### config.mk
export PLATFORM = sky130hd
export DESIGN_NAME = hb16_mux_port
export DESIGN_NICKNAME = d
export VERILOG_FILES = /design/src/hb16_mux_pkg.sv /design/src/hb16_mux_port.sv
export SDC_FILE = /design/constraint.sdc
export NUM_CORES = 1
export LEC_CHECK = 0
export BUFFER_PORTS_ARGS = -buffer_cell sky130_fd_sc_hd__clkbuf_2
export CAP_MARGIN = 25
export CORE_UTILIZATION = 35
export DETAILED_ROUTE_END_ITERATION = 6
export REMOVE_ABC_BUFFERS = 1
export SYNTH_ARGS = -nofsm -noshare
export SYNTH_HDL_FRONTEND = slang
export SYNTH_SLANG_ARGS = --single-unit
### constraint.sdc
create_clock -name i_clk -period 3.6 [get_ports i_clk]
set_clock_uncertainty 0.2 [all_clocks]
set_input_delay 0.18 -clock i_clk [delete_from_list [all_inputs] [get_ports i_clk]]
set_output_delay 0.18 -clock i_clk [all_outputs]
set_load 0.01 [all_outputs]
### src/hb16_mux_pkg.sv
// Package: constants for the wide host bus multiplexed port
package hb16_mux_pkg;
  localparam logic [1:0] PORT_MODE_WIDE_HB = 2'h3;   // Main config mode field value
  localparam logic [1:0] HB_MODE_MUXED     = 2'h0;   // Wide config mode field value
  localparam logic       BYTE_LANE_SELECT_OMIT         = 1'h1;   // Byte selects absent when set
  localparam logic [1:0] SEL_LATCH_ONLY    = 2'h0;
  localparam logic [1:0] SEL_ONE_CS        = 2'h1;
  localparam logic [1:0] SEL_TWO_CS        = 2'h2;
  localparam logic [1:0] SEL_LATCH_TWO_CS  = 2'h3;
  localparam int         SHARED_W          = 16;     // Shared address/data lines
  localparam int         ADDR_W            = 28;     // Total address bits out
  localparam int         CS_ADDR_BIT       = 27;     // Address bit picking CS1 over CS0
  localparam logic [2:0] PHASE_CYCLES      = 3'h2;   // Cycles per phase
  localparam logic [2:0] PHASE_LAST        = PHASE_CYCLES - 3'h1;
  localparam int         UPPER_W           = ADDR_W - SHARED_W;
endpackage

### src/hb16_mux_port.sv
// Wide host bus master, multiplexed address/data variant
`timescale 1ns/1ps
module hb16_mux_port
  import hb16_mux_pkg::*;
(
  // Clock and reset
  input  wire logic                          i_clk,
  input  wire logic                          i_resetn,
  // Configuration fields
  input  wire logic [1:0]                    i_port_mode,
  input  wire logic [1:0]                    i_wide_mode,
  input  wire logic                          i_byte_sel_omit,
  input  wire logic [1:0]                    i_sel_arrange,
  // Request from the device side
  input  wire logic                          i_req,
  input  wire logic                          i_req_write,
  input  wire logic [hb16_mux_pkg::ADDR_W-1:0]   i_req_addr,
  input  wire logic [hb16_mux_pkg::SHARED_W-1:0] i_req_wdata,
  input  wire logic [1:0]                    i_req_lanes,
  output logic                               o_req_ready,
  output logic                               o_rd_valid,
  output logic [hb16_mux_pkg::SHARED_W-1:0]  o_rd_data,
  // Shared address/data lines
  input  wire logic [hb16_mux_pkg::SHARED_W-1:0] i_ad,
  output logic [hb16_mux_pkg::SHARED_W-1:0]  o_ad,
  output logic                               o_ad_oe,
  // Upper address lines, address latch enable (active high) and strobes (active low)
  output logic [hb16_mux_pkg::UPPER_W-1:0]   o_upper_addr,
  output logic                               o_ale,
  output logic                               o_rd_n,
  output logic                               o_wr_n,
  output logic [1:0]                         o_cs_n,
  output logic [1:0]                         o_byte_lane_sel_n
);
  typedef enum logic [3:0] {
    ST_IDLE = 4'h1,
    ST_ADDR = 4'h2,
    ST_DATA = 4'h4,
    ST_DONE = 4'h8
  } state_t;

  state_t                 state_reg, state_next;
  logic [2:0]             cnt_reg, cnt_next;
  logic                   wr_reg, wr_next;
  logic [ADDR_W-1:0]      addr_reg, addr_next;
  logic [SHARED_W-1:0]    wdata_reg, wdata_next;
  logic [1:0]             lanes_reg, lanes_next;
  logic [SHARED_W-1:0]    ad_sync1_reg, ad_sync2_reg;
  logic                   ready_next, rvalid_next;
  logic [SHARED_W-1:0]    rdata_next, ad_next;
  logic                   ad_oe_next, ale_next, rd_n_next, wr_n_next;
  logic [1:0]             cs_n_next, byte_lane_select_n_next;
  logic [UPPER_W-1:0]     upper_next;
  logic                   enabled;

  // Chip select lines for the arrangement; only the addressed one goes low
  function automatic logic [1:0] cs_decode(input logic [1:0] arr, input logic hi);
    case (arr)
      SEL_ONE_CS:       cs_decode = 2'h2;
      SEL_TWO_CS,
      SEL_LATCH_TWO_CS: cs_decode = hi ? 2'h1 : 2'h2;
      default:          cs_decode = 2'h3;
    endcase
  endfunction

  // Port is live only in wide host bus, multiplexed
  assign enabled = (i_port_mode == PORT_MODE_WIDE_HB) &&
                   (i_wide_mode == HB_MODE_MUXED);

  // Read data lines are foreign to our clock, so two stages before use
  always_ff @(posedge i_clk or negedge i_resetn)
  begin
    if (!i_resetn)
    begin
      ad_sync1_reg <= 16'h0000;
      ad_sync2_reg <= 16'h0000;
    end
    else
    begin
      ad_sync1_reg <= i_ad;
      ad_sync2_reg <= ad_sync1_reg;
    end
  end

  // Sequencer next state; outputs computed here so they leave from flops
  always_comb
  begin
    state_next  = state_reg;
    cnt_next    = cnt_reg;
    wr_next     = wr_reg;
    addr_next   = addr_reg;
    wdata_next  = wdata_reg;
    lanes_next  = lanes_reg;
    ready_next  = 1'b0;
    rvalid_next = 1'b0;
    rdata_next  = o_rd_data;
    ad_next     = o_ad;
    ad_oe_next  = 1'b0;
    ale_next    = 1'b0;
    rd_n_next   = 1'b1;
    wr_n_next   = 1'b1;
    cs_n_next   = 2'h3;
    byte_lane_select_n_next = 2'h3;
    upper_next  = o_upper_addr;
    case (state_reg)
      ST_IDLE:
      begin
        ready_next = enabled;
        if (enabled && o_req_ready && i_req)
        begin
          state_next = ST_ADDR;
          cnt_next   = 3'h0;
          wr_next    = i_req_write;
          addr_next  = i_req_addr;
          wdata_next = i_req_wdata;
          lanes_next = i_req_lanes;
          ready_next = 1'b0;
        end
      end
      ST_ADDR:
      begin
        cnt_next   = cnt_reg + 3'h1;
        ad_next    = addr_reg[SHARED_W-1:0];
        ad_oe_next = 1'b1;
        upper_next = addr_reg[ADDR_W-1:SHARED_W];
        ale_next   = (i_sel_arrange == SEL_LATCH_ONLY ||
                      i_sel_arrange == SEL_LATCH_TWO_CS);
        cs_n_next  = cs_decode(i_sel_arrange, addr_reg[CS_ADDR_BIT]);
        if (cnt_reg == PHASE_LAST)
        begin
          state_next = ST_DATA;
          cnt_next   = 3'h0;
        end
      end
      ST_DATA:
      begin
        cnt_next   = cnt_reg + 3'h1;
        ad_next    = wdata_reg;
        ad_oe_next = wr_reg;                                   // Released for reads
        rd_n_next  = wr_reg;
        wr_n_next  = !wr_reg;
        cs_n_next  = cs_decode(i_sel_arrange, addr_reg[CS_ADDR_BIT]);
        byte_lane_select_n_next = (i_byte_sel_omit == BYTE_LANE_SELECT_OMIT) ? 2'h3 : ~lanes_reg;
        if (cnt_reg == PHASE_LAST)
        begin
          state_next = ST_DONE;
          cnt_next   = 3'h0;
        end
      end
      ST_DONE:
      begin
        // Strobe-time data reaches the second sync stage only on the edge where
        // the strobe rises, so finish a cycle later; costs a cycle per access
        cnt_next = cnt_reg + 3'h1;
        if (cnt_reg != 3'h0)
        begin
          rvalid_next = !wr_reg;
          rdata_next  = wr_reg ? o_rd_data : ad_sync2_reg;
          ready_next  = enabled;
          state_next  = ST_IDLE;
        end
      end
      default:
        state_next = ST_IDLE;
    endcase
  end

  // Registers only
  always_ff @(posedge i_clk or negedge i_resetn)
  begin
    if (!i_resetn)
    begin
      state_reg         <= ST_IDLE;
      cnt_reg           <= 3'h0;
      wr_reg            <= 1'b0;
      addr_reg          <= '0;
      wdata_reg         <= 16'h0000;
      lanes_reg         <= 2'h0;
      o_req_ready       <= 1'b0;
      o_rd_valid        <= 1'b0;
      o_rd_data         <= 16'h0000;
      o_ad              <= 16'h0000;
      o_ad_oe           <= 1'b0;
      o_upper_addr      <= '0;
      o_ale             <= 1'b0;
      o_rd_n            <= 1'b1;
      o_wr_n            <= 1'b1;
      o_cs_n            <= 2'h3;
      o_byte_lane_sel_n <= 2'h3;
    end
    else
    begin
      state_reg         <= state_next;
      cnt_reg           <= cnt_next;
      wr_reg            <= wr_next;
      addr_reg          <= addr_next;
      wdata_reg         <= wdata_next;
      lanes_reg         <= lanes_next;
      o_req_ready       <= ready_next;
      o_rd_valid        <= rvalid_next;
      o_rd_data         <= rdata_next;
      o_ad              <= ad_next;
      o_ad_oe           <= ad_oe_next;
      o_upper_addr      <= upper_next;
      o_ale             <= ale_next;
      o_rd_n            <= rd_n_next;
      o_wr_n            <= wr_n_next;
      o_cs_n            <= cs_n_next;
      o_byte_lane_sel_n <= byte_lane_select_n_next;
    end
  end
endmodule

==> impl_metrics.json <==
{
  "drv_cap": 0,
  "max_stage_delay_ns": 0.63,
  "p_switching_mw": 0.718,
  "detail-route-antenna-nets": 0,
  "placed_cells": 665,
  "fmax_ghz": 0.402,
  "critical_path_depth": 5,
  "cts_buffers": 17,
  "fin_area_sq_um": 7310,
  "tightest_slew_ns": 0.821,
  "io_pins": 127,
  "clk_pin_slew_ns": 0.06,
  "drc_errors": 0,
  "crit_buf_inv": 1,
  "crit-reg2reg-launch": "state_reg[0]$_DFFE_PN1P_",
  "p_per_area_nw_per_um2": 490,
  "hp-class": "input port to flop",
  "final_cell_count_no_fill": 766,
  "clk_path_buf_depth": 2,
  "syn_avg_cell_area_sq_um": 14.2,
  "combPwrFrac_pct": 4.8,
  "crit_family": "simple AND/OR/NAND/NOR gates",
  "grt_max_degree": 92,
  "power.total_mw": 3.58,
  "dpl-instance-area_sq_um": 6010,
  "reg2reg_depth": 5,
  "setup-violations-final": 0,
  "die_width_um": 124,
  "cpMaxStageDelayCell": "and4_2",
  "tns_ns": 0,
  "clock_latency_ns": 0.42,
  "layout_setup_ws_ns": 1.11,
  "crit_end": "cnt_reg[2]$_DFFE_PN0P_",
  "wirelength_um": 10900,
  "final_cell_mix": "dfrtp_1 (133), clkbuf_2 (125), dlygate4sd3_1 (69), mux2_2 (64), nand2_1 (59)",
  "worstPathRequired_ns": 3.70,
  "critPathArrivalTime_ns": 2.58,
  "seq_area_frac_synth_pct": 67.4,
  "grt_usage_pct": 15.0,
  "outcome": "completed",
  "ys_warn_count": 0,
  "synthCells": 367,
  "grt_pass1_wl_um": 17300,
  "yosys.area_share.simple_pct": 7.97,
  "antenna_found_initial": 0,
  "fin_crit_ns": 2.49,
  "leakage_nw": 3.69,
  "final_common_cell": "dfrtp_1",
  "period_share_pct": 69.2,
  "grt_overflow": 0,
  "synth_xor_area_share_pct": 0,
  "rr_endpoint": "cnt_reg[2]$_DFFE_PN0P_",
  "drtPass1Iterations": 4,
  "rrSetupSlack_ns": 1.11,
  "die_area_sq_um": 15400,
  "dp_slack_ns": 1.07,
  "max_slew_margin_pct": 45.2,
  "finalNetCount": 646,
  "place.gp.congestion": 0.829,
  "vdd_drop_max_mv": 0.317,
  "clkPwrFrac_pct": 49.5,
  "io_buffers": 126,
  "clock_sinks": 140,
  "cts_tree": "built",
  "final_util_pct": 50.3,
  "crit_type": "flop to flop",
  "crit_path_end_kind": "flop",
  "pwr-share-seq_pct": 45.7,
  "cp_max_fo": 29,
  "synthMuxAreaShare_pct": 17.3,
  "crit_start": "state_reg[0]$_DFFE_PN1P_",
  "row_count": 44,
  "fin_hold_ws_ns": 0.0574,
  "grt_pass1_vias": 3605,
  "place_hpwl_um": 6970,
  "syn_to_final_growth_pct": 40.2,
  "die_h_um": 124,
  "synth_top_family_by_area": "multiplexers",
  "cts_root_buffer": "clkbuf_16",
  "n_antenna_cell": 0,
  "worstSetupStartpointType": "flop",
  "hold_violations": 0,
  "synthAdderAreaFrac_pct": 0.960,
  "start_util_pct": 35.9,
  "htree_levels": 4,
  "largest_reg_flops": 28,
  "synth_area_sq_um": 5210,
  "crit_chain": "nor4b_4 > and4_2 > buf_12 > a31oi_2 > a221o_1",
  "final_layout_size_suffix_gt1_share_pct": 41.2,
  "synth_seq_cells": 140,
  "switching_share_pct": 20.0,
  "internal-power_mw": 2.86,
  "rsz0062_at_grt": "no",
  "slew_violations": 0,
  "holdPathStages": 3,
  "synth.distinct_cells": 40,
  "vias": 3487,
  "wl_per_cell_um": 14.2,
  "drtIter0Drc": 118,
  "design.core.area_sq_um": 14500,
  "synth-compound-area-share_pct": 3.41,
  "drt-vias-per-instance": 4.55
}
-- metal layers --
metal  global-route usage [%]  share of wire (%)
met1                     18.0                 43
met2                     24.6                 49
met3                     4.40                5.6
met4                     7.14                2.2
met5                        0                  0
-- tightest hold or removal path: stages --
cell and delay, ns:
clkbuf_2 0.07, and4bb_2 0.25, a21boi_0 0.13
-- Yosys cell counts --
cell       instances  area, sq um
ha_1               4         50.1
nand3b_1           1         7.51
buf_2              3         15.0
a22o_1             1         8.76
and2b_1            1         7.51
nor4b_4            1         23.8
mux2_2            64          721
nor3_1             3         15.0
a31oi_1            1         6.26
a31oi_2            1         12.5
clkbuf_1           4         15.0
nand2_1           59          221
a21boi_0           1         7.51
inv_1              8         30.0
and4_1             1         8.76
nor4_1             1         6.26
or3_1              2         12.5
dfrtp_1          133         3330
o22ai_1            1         6.26
nor2_1             4         15.0
buf_6              4         45.0
o21ai_1            1         5.00
o2111ai_1          1         8.76
nand2b_1           3         18.8
and4bb_2           1         12.5
nor2b_1            3         18.8
nor2_4             1         11.3
a211oi_1           1         7.51
o21ai_0           17         85.1
buf_8              1         15.0
a221o_1            1         10.0
buf_4              5         37.5
mux2i_1           18          180
a21oi_1            1         5.00
nand3_1            3         15.0
dfstp_2            7          184
and2b_2            1         8.76
a21o_1             1         7.51
and3_1             2         12.5
a22oi_1            1         7.51
-- how the worst min path moves through the flow --
stage,from,end,slack (ns)
floorplan,i_resetn,ad_sync1_reg[0]$_DFF_PN0_,-0.32
global placement,i_ad[2],ad_sync1_reg[2]$_DFF_PN0_,0.09
detailed placement,i_ad[14],ad_sync1_reg[14]$_DFF_PN0_,0.09
CTS,i_wide_mode[1],o_req_ready$_DFF_PN0_,0.03
global route,i_wide_mode[1],o_req_ready$_DFF_PN0_,0.04
finish,i_wide_mode[1],o_req_ready$_DFF_PN0_,0.06
-- logic make-up after synthesis --
kind of cell / Yosys count
AND/OR/NAND/NOR: 87
multiplexers: 82
AO/OA/AOI/OAI: 29
buffers and inverters: 25
flip-flops: 140
adder cells (fa/ha/maj): 4
-- power groups by stage --
stage / clock network (mW) / logic (mW) / registers, mW
finish: 1.77 / 0.172 / 1.64
floorplan: 0 / 0.0357 / 1.66
global placement: 0 / 0.111 / 1.66
detailed placement: 0 / 0.115 / 1.66
CTS: 1.83 / 0.175 / 1.64
global route: 1.89 / 0.193 / 1.64
-- final cells by class --
cell class              instances  area [sq um]
clock buffers                  21           470
clock inverters                11           141
flip-flops and latches        140          3510
multi-input cells             202          1550
fillers                      1260          7220
inverters                       8          30.0
well taps                     184           230
repair buffers                200          1380
-- timing repair --
item / CTS / global route
hold buffers: 69 / 0
buffers inserted: 0 / 0
resized for setup: 0 / 0
hold endpoints to repair: 154 / 0
Power figures use the tool's default switching activity.
